===== src/core/dmc_pkg.sv =====
/*
  package for the dma master-side control block: constants, field layout,
  state and transfer-type enumerations.
  assumes a single 250 mhz clock with synchronous active-high reset.
*/
package dmc_pkg;
  // channel configuration fields
  localparam int CFG_LOCK_BIT   = 16;
  localparam int CFG_ON_BIT     = 0;
  localparam int CFG_SRC_LSB    = 1;
  localparam int CFG_DST_LSB    = 6;
  localparam int CFG_FLOW_LSB   = 11;
  localparam int CFG_ITC_BIT    = 15;
  localparam int CFG_IERR_BIT   = 14;
  localparam int CFG_LOWPRI_BIT = 17;
  // channel control fields
  localparam int CTL_COUNT_LSB  = 0;
  localparam int CTL_SBURST_LSB = 12;
  localparam int CTL_SW_LSB     = 18;
  localparam int CTL_DW_LSB     = 21;
  localparam int CTL_PROT_LSB   = 28;
  localparam int CTL_INC_BIT    = 31;
  // register offsets
  localparam logic [7:0] OFS_CONFIG  = 8'h00;
  localparam logic [7:0] OFS_CONTROL = 8'h04;
  localparam logic [7:0] OFS_SRCADDR = 8'h08;
  localparam logic [7:0] OFS_DSTADDR = 8'h0c;
  localparam logic [7:0] OFS_DESC    = 8'h10;
  localparam logic [7:0] OFS_STATUS  = 8'h14;
  localparam logic [7:0] OFS_IRQ     = 8'h18;
  localparam logic [7:0] OFS_IRQCLR  = 8'h1c;
  // reset values and limits
  localparam logic [31:0] RESET_WORD   = 32'h0000_0000;
  localparam logic [31:0] DESC_LIMIT   = 32'h0fff_fff0;
  localparam int          DESC_WORDS   = 4;
  localparam logic [4:0]  LOWPRI_MAX   = 5'h10;
  localparam logic [2:0]  MIN_LOCK_BST = 3'h1;
  localparam logic [3:0]  PROT_DESC    = 4'hb;
  localparam logic [2:0]  WIDTH_MAX    = 3'h2;
  localparam logic [11:0] COUNT_ZERO   = 12'h000;

  typedef enum logic [1:0] {
    DMC_HTRANS_IDLE = 2'h0,
    DMC_HTRANS_NSEQ = 2'h2,
    DMC_HTRANS_SEQ  = 2'h3
  } dmc_htrans_e;

  typedef enum {
    DMC_IDLE, DMC_DESC, DMC_SRC, DMC_DST, DMC_GAP, DMC_ACK
  } dmc_state_e;

  // ahb burst codes for 1, 4, 8 beats (incr) and 4 beats (wrap)
  localparam logic [2:0] HBURST_SINGLE = 3'h0;
  localparam logic [2:0] HBURST_INCR4  = 3'h3;
  localparam logic [2:0] HBURST_INCR8  = 3'h5;
  localparam logic [2:0] HBURST_WRAP4  = 3'h2;
endpackage


===== src/core/dmc_if.sv =====
/*
  interface carrying one ahb master port's request from the channel
  engine to its master port module.
  assumes both ends run on the same clock.
*/
interface dmc_master_if;
  logic        req;
  logic        write;
  logic [31:0] addr;
  logic [31:0] wdata;
  logic [2:0]  size;
  logic [2:0]  burst;
  logic [3:0]  prot;
  logic        lock;
  logic        idle_gap;
  logic        done;
  logic        err;
  logic [31:0] rdata;
  modport engine (output req, write, addr, wdata, size, burst, prot, lock,
                  idle_gap, input done, err, rdata);
  modport port   (input req, write, addr, wdata, size, burst, prot, lock,
                  idle_gap, output done, err, rdata);
endinterface


===== src/core/dmc_master_port.sv =====
/*
  one ahb master port: drives address phase from the engine request and
  reports completion of each beat. nothing is shared between instances.
  assumes hready and hresp from the system, on the common clock.
*/
module dmc_master_port (
  // clock and reset
  input  wire logic        clk,
  input  wire logic        reset,
  // engine side
  dmc_master_if.port       eng,
  // ahb master pins
  output logic [31:0]      haddr,
  output logic [1:0]       htrans,
  output logic             hwrite,
  output logic [2:0]       hsize,
  output logic [2:0]       hburst,
  output logic [3:0]       hprot,
  output logic             hlock,
  output logic [31:0]      hwdata,
  input  wire logic        hready,
  input  wire logic        hresp,
  input  wire logic [31:0] hrdata
);
  logic data_phase_r;
  logic first_r;
  wire  issue = eng.req && hready && !eng.idle_gap;

  always_ff @(posedge clk) begin
    if (reset) begin
      haddr        <= dmc_pkg::RESET_WORD;
      htrans       <= dmc_pkg::DMC_HTRANS_IDLE;
      hwrite       <= 1'b0;
      hsize        <= 3'h0;
      hburst       <= dmc_pkg::HBURST_SINGLE;
      hprot        <= 4'h1;
      hlock        <= 1'b0;
      hwdata       <= dmc_pkg::RESET_WORD;
      data_phase_r <= 1'b0;
      first_r      <= 1'b1;
    end else if (hready) begin
      hwdata       <= eng.wdata;
      data_phase_r <= issue;
      hlock        <= eng.lock;
      if (issue) begin
        haddr  <= eng.addr;
        htrans <= first_r ? dmc_pkg::DMC_HTRANS_NSEQ : dmc_pkg::DMC_HTRANS_SEQ;
        hwrite <= eng.write;
        hsize  <= eng.size;
        hburst <= eng.burst;
        hprot  <= eng.prot;
        first_r <= 1'b0;
      end else begin
        htrans  <= dmc_pkg::DMC_HTRANS_IDLE;
        first_r <= 1'b1;
      end
    end
  end

  assign eng.done  = data_phase_r && hready;
  assign eng.err   = data_phase_r && hresp;
  assign eng.rdata = hrdata;
endmodule


===== src/core/dmc_top.sv =====
/*
  single-channel dma engine showing master-side control: protection,
  lock and size attributes, interrupts, peripheral request handshake,
  channel disable latency and low-priority bus release.
  assumes peripherals keep the handshake rules and software programs the
  channel only while disabled.
*/
// Local design decisions: the address map and the strobed register port.
module dmc_top (
  // clock and reset
  input  wire logic        clk,
  input  wire logic        reset,
  // register port
  input  wire logic [7:0]  reg_addr,
  input  wire logic [31:0] reg_wdata,
  input  wire logic        reg_write,
  input  wire logic        reg_read,
  output logic [31:0]      reg_rdata,
  // peripheral handshake
  input  wire logic        single_request,
  input  wire logic        burst_request,
  input  wire logic        last_single_request,
  input  wire logic        last_burst_request,
  output logic             request_clear,
  output logic             terminal_count_response,
  // interrupts
  output logic             error_irq,
  output logic             terminal_count_irq,
  output logic             combined_irq,
  // master 1 (source side)
  output logic [31:0]      m1_haddr,
  output logic [1:0]       m1_htrans,
  output logic             m1_hwrite,
  output logic [2:0]       m1_hsize,
  output logic [2:0]       m1_hburst,
  output logic [3:0]       m1_hprot,
  output logic             m1_hlock,
  output logic [31:0]      m1_hwdata,
  input  wire logic        m1_hready,
  input  wire logic        m1_hresp,
  input  wire logic [31:0] m1_hrdata,
  // master 2 (destination side)
  output logic [31:0]      m2_haddr,
  output logic [1:0]       m2_htrans,
  output logic             m2_hwrite,
  output logic [2:0]       m2_hsize,
  output logic [2:0]       m2_hburst,
  output logic [3:0]       m2_hprot,
  output logic             m2_hlock,
  output logic [31:0]      m2_hwdata,
  input  wire logic        m2_hready,
  input  wire logic        m2_hresp,
  input  wire logic [31:0] m2_hrdata
);
  // width code to bytes
  function automatic logic [2:0] wbytes(input logic [2:0] w);
    wbytes = (w == 3'h0) ? 3'h1 : (w == 3'h1) ? 3'h2 : 3'h4;
  endfunction

  // handshake inputs from pins
  logic [3:0] req_meta_r, req_sync_r;
  always_ff @(posedge clk) begin
    if (reset) begin
      req_meta_r <= 4'h0;
      req_sync_r <= 4'h0;
    end else begin
      req_meta_r <= {last_burst_request, last_single_request,
                     burst_request, single_request};
      req_sync_r <= req_meta_r;
    end
  end
  wire any_req  = |req_sync_r;
  wire last_req = req_sync_r[3] | req_sync_r[2];

  // registers
  logic [31:0] cfg_r, ctl_r, src_r, dst_r, desc_r;
  logic [11:0] dst_done_r;
  logic        irq_tc_r, irq_err_r, busy_r;
  logic [31:0] rdata_nxt;
  logic [4:0]  lp_cnt_r;
  logic [1:0]  beat_r;
  logic [31:0] fifo_r;
  logic        fifo_full_r;
  dmc_pkg::dmc_state_e st_r;

  wire        ch_on     = cfg_r[dmc_pkg::CFG_ON_BIT];
  wire        lock_en   = cfg_r[dmc_pkg::CFG_LOCK_BIT];
  wire        low_pri   = cfg_r[dmc_pkg::CFG_LOWPRI_BIT];
  wire [2:0]  flow      = cfg_r[dmc_pkg::CFG_FLOW_LSB +: 3];
  wire [11:0] count     = ctl_r[dmc_pkg::CTL_COUNT_LSB +: 12];
  wire [2:0]  sburst    = ctl_r[dmc_pkg::CTL_SBURST_LSB +: 3];
  wire [2:0]  sw        = ctl_r[dmc_pkg::CTL_SW_LSB +: 3];
  wire [2:0]  dw        = ctl_r[dmc_pkg::CTL_DW_LSB +: 3];
  wire [2:0]  prot_set  = ctl_r[dmc_pkg::CTL_PROT_LSB +: 3];
  wire        dev_flow  = (flow == 3'h0);
  wire        dst_flow  = (flow == 3'h4);
  wire        same_w    = (sw == dw);
  wire        long_bst  = (sburst >= dmc_pkg::MIN_LOCK_BST);
  wire        keep_lock = lock_en && same_w && long_bst;
  wire        sel_cfg   = reg_addr == dmc_pkg::OFS_CONFIG;
  wire        sel_ctl   = reg_addr == dmc_pkg::OFS_CONTROL;
  wire        sel_src   = reg_addr == dmc_pkg::OFS_SRCADDR;
  wire        sel_dst   = reg_addr == dmc_pkg::OFS_DSTADDR;
  wire        sel_desc  = reg_addr == dmc_pkg::OFS_DESC;
  wire        sel_stat  = reg_addr == dmc_pkg::OFS_STATUS;
  wire        sel_irq   = reg_addr == dmc_pkg::OFS_IRQ;
  wire        sel_clr   = reg_addr == dmc_pkg::OFS_IRQCLR;
  // remaining count in source units: destination beats scaled by width ratio
  wire [14:0] remain    = 15'((15'(count) * 15'(wbytes(dw)) -
                          15'(dst_done_r) * 15'(wbytes(dw))) / 15'(wbytes(sw)));

  dmc_master_if m1 ();
  dmc_master_if m2 ();

  // attribute generation
  wire in_desc = (st_r == dmc_pkg::DMC_DESC);
  // single transfers keep one beat outstanding; descriptor beats pipeline
  logic       m1_pend_r, m2_pend_r;
  logic [2:0] desc_ofs_r;
  wire        m1_take = m1.req && m1_hready && !m1.idle_gap;
  wire        m2_take = m2.req && m2_hready && !m2.idle_gap;
  always_ff @(posedge clk) begin
    if (reset) begin
      m1_pend_r  <= 1'b0;
      m2_pend_r  <= 1'b0;
      desc_ofs_r <= 3'h0;
    end else begin
      m1_pend_r  <= (m1_pend_r && !m1.done) || (m1_take && !in_desc);
      m2_pend_r  <= (m2_pend_r && !m2.done) || m2_take;
      desc_ofs_r <= in_desc ? 3'(desc_ofs_r + 3'(m1_take)) : 3'h0;
    end
  end
  wire [3:0] prot_ch = in_desc ? dmc_pkg::PROT_DESC
                               : {prot_set[2], prot_set[1], prot_set[0], 1'b1};
  assign m1.req      = ch_on && ((in_desc && !desc_ofs_r[2]) ||
                                 (st_r == dmc_pkg::DMC_SRC && !m1_pend_r));
  assign m1.write    = 1'b0;
  assign m1.addr     = in_desc ? desc_r + 32'({desc_ofs_r[1:0], 2'b00})
                               : src_r;
  assign m1.wdata    = dmc_pkg::RESET_WORD;
  assign m1.size     = in_desc ? dmc_pkg::WIDTH_MAX : sw;
  assign m1.burst    = in_desc ? dmc_pkg::HBURST_WRAP4
                               : dmc_pkg::HBURST_INCR4;
  assign m1.prot     = {prot_ch[3:1], 1'b1};
  assign m1.lock     = lock_en && (st_r == dmc_pkg::DMC_SRC ||
                                   (keep_lock && st_r == dmc_pkg::DMC_DST));
  assign m1.idle_gap = (st_r == dmc_pkg::DMC_GAP);
  assign m2.req      = ch_on && (st_r == dmc_pkg::DMC_DST) && !m2_pend_r;
  assign m2.write    = 1'b1;
  assign m2.addr     = dst_r;
  assign m2.wdata    = fifo_r;
  assign m2.size     = dw;
  assign m2.burst    = dmc_pkg::HBURST_SINGLE;
  assign m2.prot     = {prot_set[2], prot_set[1], prot_set[0], 1'b1};
  assign m2.lock     = lock_en && (st_r == dmc_pkg::DMC_DST);
  assign m2.idle_gap = (st_r == dmc_pkg::DMC_GAP);

  // separate port instances, same clock
  dmc_master_port u_m1 (
    .clk(clk), .reset(reset), .eng(m1),
    .haddr(m1_haddr), .htrans(m1_htrans), .hwrite(m1_hwrite),
    .hsize(m1_hsize), .hburst(m1_hburst), .hprot(m1_hprot),
    .hlock(m1_hlock), .hwdata(m1_hwdata), .hready(m1_hready),
    .hresp(m1_hresp), .hrdata(m1_hrdata)
  );
  dmc_master_port u_m2 (
    .clk(clk), .reset(reset), .eng(m2),
    .haddr(m2_haddr), .htrans(m2_htrans), .hwrite(m2_hwrite),
    .hsize(m2_hsize), .hburst(m2_hburst), .hprot(m2_hprot),
    .hlock(m2_hlock), .hwdata(m2_hwdata), .hready(m2_hready),
    .hresp(m2_hresp), .hrdata(m2_hrdata)
  );

  // channel engine
  wire zero_hold = dev_flow && (count == dmc_pkg::COUNT_ZERO);
  wire all_done  = dev_flow && (dst_done_r == count);
  wire fifo_meets_last = dst_flow && fifo_full_r && last_req;
  // fifo alone answers the destination's last request
  wire tc_to_src = ch_on && (st_r == dmc_pkg::DMC_IDLE) && fifo_meets_last;
  wire any_err   = m1.err || m2.err;
  wire set_tc    = (st_r == dmc_pkg::DMC_DST) && m2.done &&
                   ((dev_flow && 12'(dst_done_r + 12'h1) == count) ||
                    (!dev_flow && last_req));
  localparam logic [4:0] LP_LIMIT = dmc_pkg::LOWPRI_MAX;
  wire lp_expire = low_pri && (lp_cnt_r >= LP_LIMIT - 5'h1);

  always_ff @(posedge clk) begin
    if (reset) begin
      st_r        <= dmc_pkg::DMC_IDLE;
      beat_r      <= 2'h0;
      fifo_r      <= dmc_pkg::RESET_WORD;
      fifo_full_r <= 1'b0;
      dst_done_r  <= dmc_pkg::COUNT_ZERO;
      busy_r      <= 1'b0;
      lp_cnt_r    <= 5'h0;
    end else begin
      lp_cnt_r <= (st_r == dmc_pkg::DMC_GAP || !low_pri) ? 5'h0
                  : 5'(lp_cnt_r + 5'h1);
      busy_r   <= ch_on || (st_r != dmc_pkg::DMC_IDLE);
      case (st_r)
        dmc_pkg::DMC_IDLE: begin
          beat_r <= 2'h0;
          if (ch_on && desc_r != dmc_pkg::RESET_WORD && !zero_hold)
            st_r <= dmc_pkg::DMC_DESC;
          else if (ch_on && !zero_hold && !all_done &&
                   (dev_flow || any_req))
            st_r <= fifo_meets_last ? dmc_pkg::DMC_DST : dmc_pkg::DMC_SRC;
        end
        // a disabled channel leaves in any cycle with no completing beat, even with a beat still waiting
        dmc_pkg::DMC_DESC: begin
          if (m1.done) begin
            beat_r <= 2'(beat_r + 2'h1);
            if (beat_r == 2'(dmc_pkg::DESC_WORDS - 1))
              st_r <= dmc_pkg::DMC_IDLE;
          end else if (!ch_on)
            st_r <= dmc_pkg::DMC_IDLE;
        end
        dmc_pkg::DMC_SRC: begin
          if (m1.done) begin
            fifo_r      <= m1.rdata;
            fifo_full_r <= 1'b1;
            st_r        <= dmc_pkg::DMC_DST;
          end else if (!ch_on)
            st_r <= dmc_pkg::DMC_IDLE;
        end
        dmc_pkg::DMC_DST: begin
          if (m2.done) begin
            fifo_full_r <= 1'b0;
            dst_done_r  <= 12'(dst_done_r + 12'h1);
            st_r <= low_pri ? dmc_pkg::DMC_GAP : dmc_pkg::DMC_ACK;
          end else if (!ch_on)
            st_r <= dmc_pkg::DMC_IDLE;
        end
        dmc_pkg::DMC_GAP:
          st_r <= dmc_pkg::DMC_ACK;
        dmc_pkg::DMC_ACK:
          st_r <= dmc_pkg::DMC_IDLE;
        default:
          st_r <= dmc_pkg::DMC_IDLE;
      endcase
      if (lp_expire && st_r != dmc_pkg::DMC_IDLE &&
          st_r != dmc_pkg::DMC_GAP)
        st_r <= dmc_pkg::DMC_GAP;
      if (reg_write && sel_ctl)
        dst_done_r <= dmc_pkg::COUNT_ZERO;
    end
  end

  // register writes; hardware clears channel enable on error, or on completion only when dev_flow
  always_ff @(posedge clk) begin
    if (reset) begin
      cfg_r     <= dmc_pkg::RESET_WORD;
      ctl_r     <= dmc_pkg::RESET_WORD;
      src_r     <= dmc_pkg::RESET_WORD;
      dst_r     <= dmc_pkg::RESET_WORD;
      desc_r    <= dmc_pkg::RESET_WORD;
      irq_tc_r  <= 1'b0;
      irq_err_r <= 1'b0;
    end else begin
      if (reg_write && sel_cfg) cfg_r  <= reg_wdata;
      if (reg_write && sel_ctl) ctl_r  <= reg_wdata;
      if (reg_write && sel_src) src_r  <= reg_wdata;
      if (reg_write && sel_dst) dst_r  <= reg_wdata;
      if (reg_write && sel_desc) desc_r <= reg_wdata;
      if (st_r == dmc_pkg::DMC_DESC && m1.done)
        desc_r <= (beat_r == 2'(dmc_pkg::DESC_WORDS - 1)) ?
                  dmc_pkg::RESET_WORD : desc_r;
      if (any_err || (set_tc && dev_flow))
        cfg_r[dmc_pkg::CFG_ON_BIT] <= 1'b0;
      // set wins over clear
      irq_tc_r  <= set_tc  || (irq_tc_r  && !(reg_write && sel_clr &&
                                               reg_wdata[0]));
      irq_err_r <= any_err || (irq_err_r && !(reg_write && sel_clr &&
                                               reg_wdata[1]));
    end
  end

  // read mux and pin outputs
  always_comb begin
    rdata_nxt = dmc_pkg::RESET_WORD;
    if (sel_cfg)
      rdata_nxt = cfg_r;
    else if (sel_ctl)
      rdata_nxt = {ctl_r[31:12], remain[11:0]};
    else if (sel_src)
      rdata_nxt = src_r;
    else if (sel_dst)
      rdata_nxt = dst_r;
    else if (sel_desc)
      rdata_nxt = desc_r;
    else if (sel_stat)
      rdata_nxt = {31'h0, busy_r};
    else if (sel_irq)
      rdata_nxt = {30'h0, irq_err_r, irq_tc_r};
  end

  wire tc_mask  = cfg_r[dmc_pkg::CFG_ITC_BIT];
  wire err_mask = cfg_r[dmc_pkg::CFG_IERR_BIT];
  always_ff @(posedge clk) begin
    if (reset) begin
      reg_rdata               <= dmc_pkg::RESET_WORD;
      request_clear           <= 1'b0;
      terminal_count_response <= 1'b0;
      error_irq               <= 1'b0;
      terminal_count_irq      <= 1'b0;
      combined_irq            <= 1'b0;
    end else begin
      reg_rdata     <= reg_read ? rdata_nxt : dmc_pkg::RESET_WORD;
      request_clear <= (st_r == dmc_pkg::DMC_ACK) && any_req;
      terminal_count_response <= set_tc || tc_to_src;
      error_irq          <= irq_err_r && err_mask;
      terminal_count_irq <= irq_tc_r && tc_mask;
      combined_irq       <= (irq_err_r && err_mask) ||
                            (irq_tc_r && tc_mask);
    end
  end
endmodule


===== config.mk =====
export PLATFORM = sky130hd
export DESIGN_NAME = dmc_top
export DESIGN_NICKNAME = d
export VERILOG_FILES = /design/src/core/dmc_pkg.sv /design/src/core/dmc_if.sv /design/src/core/dmc_master_port.sv /design/src/core/dmc_top.sv
export SDC_FILE = /design/constraint.sdc
export NUM_CORES = 1
export LEC_CHECK = 0
export ABC_AREA = 0
export BUFFER_PORTS_ARGS = -buffer_cell sky130_fd_sc_hd__buf_4
export CAP_MARGIN = 0
export CORE_ASPECT_RATIO = 1.2
export CORE_UTILIZATION = 35
export DETAILED_ROUTE_END_ITERATION = 16
export GPL_ROUTABILITY_DRIVEN = 0
export GPL_TIMING_DRIVEN = 0
export PLACE_DENSITY_LB_ADDON = 0.3
export SLEW_MARGIN = 20
export SYNTH_ARGS = -nofsm -noshare
export SYNTH_HDL_FRONTEND = slang
export SYNTH_HIERARCHICAL = 1
export SYNTH_SLANG_ARGS = --single-unit

===== constraint.sdc =====
create_clock -name clk -period 25.5 [get_ports clk]
set_clock_uncertainty 0.05 [all_clocks]
set_input_delay 5.1 -clock clk [delete_from_list [all_inputs] [get_ports clk]]
set_output_delay 5.1 -clock clk [all_outputs]
set_load 0.005 [all_outputs]

# Word-level counts from Yosys, hierarchy flattened
# Cells that the tools add are included.
dict set report totals {
  regBits 419
  latchBits 0
  ram_bits 0
  romBits 0
  input_bits 116
  output_inout_bits 193
  word_cells 238
  mem_count 0
}
dict set report op_classes {
  n_addsub 6
  multipliers 2
  div 1
  order_cmp 2
  eq_ne 32
  n_shift 0
  n_mux 39
  bitwise 3
  reduce_logical 109
}
# cell count
set ops {}
lappend ops {{32-bit two-way mux} 15}
lappend ops {{32-bit case mux with 5 select lines} 1}
lappend ops {{32-bit by 2-bit equality test with 1-bit output, second input constant} 3}
lappend ops {{32-bit by 3-bit equality test with 1-bit output, second input constant} 3}
lappend ops {{32-bit by 4-bit equality test with 1-bit output, second input constant} 2}
lappend ops {{32-bit zero test} 2}
lappend ops {{32-bit nonzero test} 2}
lappend ops {{1-bit logical AND} 54}
lappend ops {{32-bit by 4-bit adder with 32-bit output} 1}
lappend ops {{32-bit by 1-bit equality test with 1-bit output, second input constant} 1}
lappend ops {{8-bit by 5-bit equality test with 1-bit output, second input constant} 4}
lappend ops {{32-bit by 4-bit inequality test with 1-bit output, second input constant} 1}
lappend ops {{12-bit by 3-bit multiplier with 15-bit output} 2}
lappend ops {{12-bit equality test} 2}
lappend ops {{3-bit two-way mux} 6}
lappend ops {{8-bit by 4-bit equality test with 1-bit output, second input constant} 2}
lappend ops {{2-bit AND reduction} 8}
lappend ops {{15-bit by 3-bit divider with 15-bit output} 1}
lappend ops {{15-bit subtractor} 1}
lappend ops {{1-bit logical OR} 14}
lappend ops {{1-bit zero test} 13}
lappend ops {{12-bit by 1-bit adder with 12-bit output, second input constant} 1}
lappend ops {{12-bit zero test} 1}
lappend ops {{2-bit OR reduction} 6}
lappend ops {{25 further kinds} 48}

# Longest topological paths before layout
dict set report depth {
  depth_word 10
  depth_mapped 138
}

# Cells and area by module
# Netlist, hierarchy kept.
# mod instances cells_each area_per_inst_um2
set modules_own_cells {}
lappend modules_own_cells {dmc_top 1 2439 18682.9}
lappend modules_own_cells {dmc_master_port 2 339 3527.1}

# Worst setup path after synthesis
# OpenSTA, ideal clock, no wires.
dict set report synth_path {
  kind {flip-flop to flip-flop}
  start {register ctl_r[22]}
  end {register reg_rdata[0]}
  setup_time_ps 130
  arrival_ps 26566
  t_required_ps 25320
  path_slack_ps -1247
  path_stages_with_launch 132
  period_less_slack_ps 26747
  path_cell_list {dfxtp_1 -> or2_2 -> clkbuf_1 -> nor2_1 -> clkbuf_1 -> nand2_1 -> fa_1 -> fa_1 -> inv_1 -> fa_1 -> inv_1 -> ha_1 -> o211a_1 -> a21boi_1 -> o211a_1 -> o41ai_4 -> xor2_1 -> ha_1 -> [... 96 more ...] -> nand3_1 -> nor2_1 -> a21oi_1 -> ha_1 -> nor2b_1 -> o21ai_0 -> nand2b_1 -> a31oi_1 -> o21a_1 -> nand4b_2 -> mux2_1 -> ha_1 -> o21ai_0 -> nand3b_1 -> a21oi_1 -> o31a_1 -> o2111a_1 -> a311oi_1}
}
dict set report synth_between {
  elab_chain_cells 8
  word_cells_on_any_way 10
  cone_classes {add/sub: 1; mul: 2; div: 1; eq/ne: 1; mux: 4; reduce/logical: 1}
}
# element line
set synth_lines {}
lappend synth_lines {{start: declaration} dmc_top.sv:76} ;# logic [31:0] cfg_r, ctl_r, src_r, dst_r, desc_r;
lappend synth_lines {{start signal: assignment} dmc_top.sv:253} ;# ctl_r <= dmc_pkg::RESET_WORD;
lappend synth_lines {{start signal: assignment} dmc_top.sv:261} ;# if (reg_write && sel_ctl) ctl_r <= reg_wdata;
lappend synth_lines {{3-bit by 1-bit equality test with 1-bit output} dmc_top.sv:57} ;# wbytes = (w == 3'h0) ? 3'h1 : (w == 3'h1) ? 3'h2 : 3'h4;
lappend synth_lines {{3-bit two-way mux} dmc_top.sv:57}
lappend synth_lines {{3-bit two-way mux *} dmc_top.sv:57}
lappend synth_lines {{12-bit by 3-bit multiplier with 15-bit output (on tied branches)} {dmc_top.sv:109, dmc_top.sv:110}}
lappend synth_lines {{15-bit subtractor *} dmc_top.sv:109} ;# wire [14:0] remain = 15'((15'(count) * 15'(wbytes(dw)) -
lappend synth_lines {{15-bit by 3-bit divider with 15-bit output *} dmc_top.sv:110} ;# 15'(dst_done_r) * 15'(wbytes(dw))) / 15'(wbytes(sw)));
lappend synth_lines {{32-bit two-way mux *} dmc_top.sv:283} ;# else if (sel_ctl)
lappend synth_lines {{32-bit two-way mux *} dmc_top.sv:281} ;# if (sel_cfg)
lappend synth_lines {{end signal: assignment} dmc_top.sv:301} ;# reg_rdata <= dmc_pkg::RESET_WORD;
lappend synth_lines {{end signal: assignment} dmc_top.sv:308} ;# reg_rdata <= reg_read ? rdata_nxt : dmc_pkg::RESET_WORD;
lappend synth_lines {{end: declaration} dmc_top.sv:18} ;# output logic [31:0] reg_rdata,
# Mark *: on every way between the ends. The rest lies on a longest branch, timed or not.
# A chain may end at the register's enable or synchronous reset.

# Worst setup path after layout
# Same ends and word-level chain as after synthesis.

==> qor.txt <==
outcome - finished, violations left
failing checks - setup timing
post-route DRC violation count - 0
unrepaired setup endpoints after global routing - yes
CP most frequent cell - o21ai_2
CP arrival - 26,080 ps
Mapped Area - 25,500 um^2
fin. max-slew vios - 0
total gr overflow - 0
Highest Signal Layer - met5
worst reg-to-reg setup slack - -220 ps
Rel. slew slack - 30.8%
LEAKAGE - 12.5 nW
Horiz. Die Dim - 248 um
final worst slack - -225 ps
synthesized instance count - 3,085
pwr dens - 120 nW/um^2
Initial Util - 35.3%
synthesized area per cell - 8.26 um^2
Rows - 108
root buf cell - clkbuf_16
largest net degree at the start of global routing - 17
CP Max Fanout - 8
Max Clock Freq - 38.9 MHz
Comb pwr share - 63.5%
switching power - 0.00174 W
hold depth - 1
DP HPWL - 64,400 um
vias in the first global route - 22,864
total chip power - 0.00382 W
Int Power - 0.00208 W
routed wl met3 - 6620 um
First-pass DRT Iterations - 9
DR vias - 23,768
Min Hold Slack - 367 ps
VDD IR-drop max - 0.174 mV
kind of end point of the critical path - flip-flop
Yosys warning count - 6
CTS tree - yes
fin crit period - 25,720 ps
Slowest-stage cell, CP - fa_1
Max-Cap Viols - 0
final net count - 3,811
met1 wire length - 34,800 um
Switching Share - 45.5%
1st-iter DRT viols - 1,774
die area - 73,900 um^2
commonest non-fill, non-tap cell in the layout - nand2_1
GRT Util Overall - 22.9%
antenna violations before repair - 6
core area - 72,200 um^2
max incr delay on CP - 520 ps
IO buf count - 243
final WL - 87,200 um
Tcrit/Tclk final - 101%
area grow syn2layout - 25.3%
cts bufs inserted - 44
sequential power share - 18.8%
FF-to-FF path depth - 133
post-layout util - 44.3%
setup_tns - -225 ps
final setup vio count - 1
worst-skew pair later-pin latency - 580 ps
global-route wire length before repair - 133,000 um
routed wire length per instance - 19.2 um
metal2 WL - 41,700 um
Worst Hold End - req_sync_r[1]
Clock Power Share - 17.6%
Hold Startpoint - req_meta_r[1]
CP Data Required Time - 25,860 ps
Critical R2R Capture - reg_rdata[0]
Hold-fix buffers, CTS - 0
Setup Crit Path Kind - reg -> reg
Vias/cell - 5.22
Final Hold Violating Endpoints - 0
Die H - 298 um
Clk pin slew, worst setup/hold paths - 70 ps
most frequent cells in the layout - nand2_1 (563), dfxtp_1 (452), buf_4 (422)
Hold Crit Class - reg -> reg
Worst Max-Slew Pin Slew - 1040 ps
layout cells sized above 1 - 19.0%
Reg-to-Reg Start - ctl_r[22]
I/O pins - 309
FILL cells - 7,206
Critical Path Start Type - flip-flop
antenna viol nets, final - 0
Max clock buf depth - 3
H-tree depth - 2
CTS Sinks - 455
## flip-flops by register name (all words and copies together) (netlist names), 32 cells and up
signal       flops
desc_r          32
u_m2/haddr      32
u_m2/hwdata     32
reg_rdata       32
u_m1/hwdata     32
ctl_r           32
u_m1/haddr      32
st_r            32
fifo_r          32
cfg_r           32
dst_r           32
src_r           32
## metal layers
layer / track usage (%) / vias to the layer above
li1: - / 11491
met1: 27.9 / 11188
met2: 38.9 / 866
met3: 4.47 / 213
met4: 9.71 / 10
met5: 0 / -
## power groups by stage
| stage | Sequential (W) | Combinational (W) | Clock (W) |
|---|---|---|---|
| 2_1_floorplan | 0.000735 | 0.00158 | 0 |
| 3_3_place_gp | 0.000736 | 0.00195 | 0 |
| 6_report | 0.000719 | 0.00243 | 0.000674 |
| 3_5_place_dp | 0.000736 | 0.00197 | 0 |
| 4_1_cts | 0.000719 | 0.00225 | 0.000686 |
| 5_1_grt | 0.000720 | 0.00263 | 0.000711 |
## worst max-delay path by stage
stage,start,to,slack [ps]
after floorplan,ctl_r[22],reg_rdata[0],20
after global placement,ctl_r[22],reg_rdata[0],-4680
after detailed placement,ctl_r[22],reg_rdata[0],-4820
after CTS,ctl_r[23],reg_rdata[0],-140
after global routing,ctl_r[22],reg_rdata[0],-1540
final,ctl_r[22],reg_rdata[0],-220
## cell type report
type                       instances  area (um^2)  share of cell area [%]
tap                              935         1170                    3.66
antenna                            4         10.0                  0.0313
sequential                       455         9120                    28.5
clock buffer                      65         1320                    4.14
inverter                          76          285                   0.893
clock inverter                    13          130                   0.407
buffer                           214         1260                    3.93
multi-input combinational       2407        15800                    49.4
timing repair buffer             381         2860                    8.96
## worst max-delay path: cells and delay by family, from the launching register on
family                   cells  cell delay [ps]
adder cells (fa/ha/maj)     19             5980
AND/OR/NAND/NOR             41             6990
XOR/XNOR                     1              230
multiplexers                 7             1580
flip-flops                   1              400
AO/OA/AOI/OAI               56             9330
buffers and inverters        9              980
## per-stage QoR
stage,area (um^2),cells,worst slack (ps)
2_1_floorplan,25800,3153,20.3
5_1_grt,31900,4547,-1540
3_3_place_gp,28800,4331,-4680
6_report,32000,4550,-225
4_1_cts,31400,4497,-143
3_5_place_dp,28900,4333,-4820
## repair_timing
| action | CTS | global route |
|---|---|---|
| resized for setup | 100 | 41 |
| buffers inserted | 87 | 49 |
| pin swaps | 27 | 55 |
| endpoints found under the setup margin | 4 | 2 |
(Power assumes the default switching activity.)
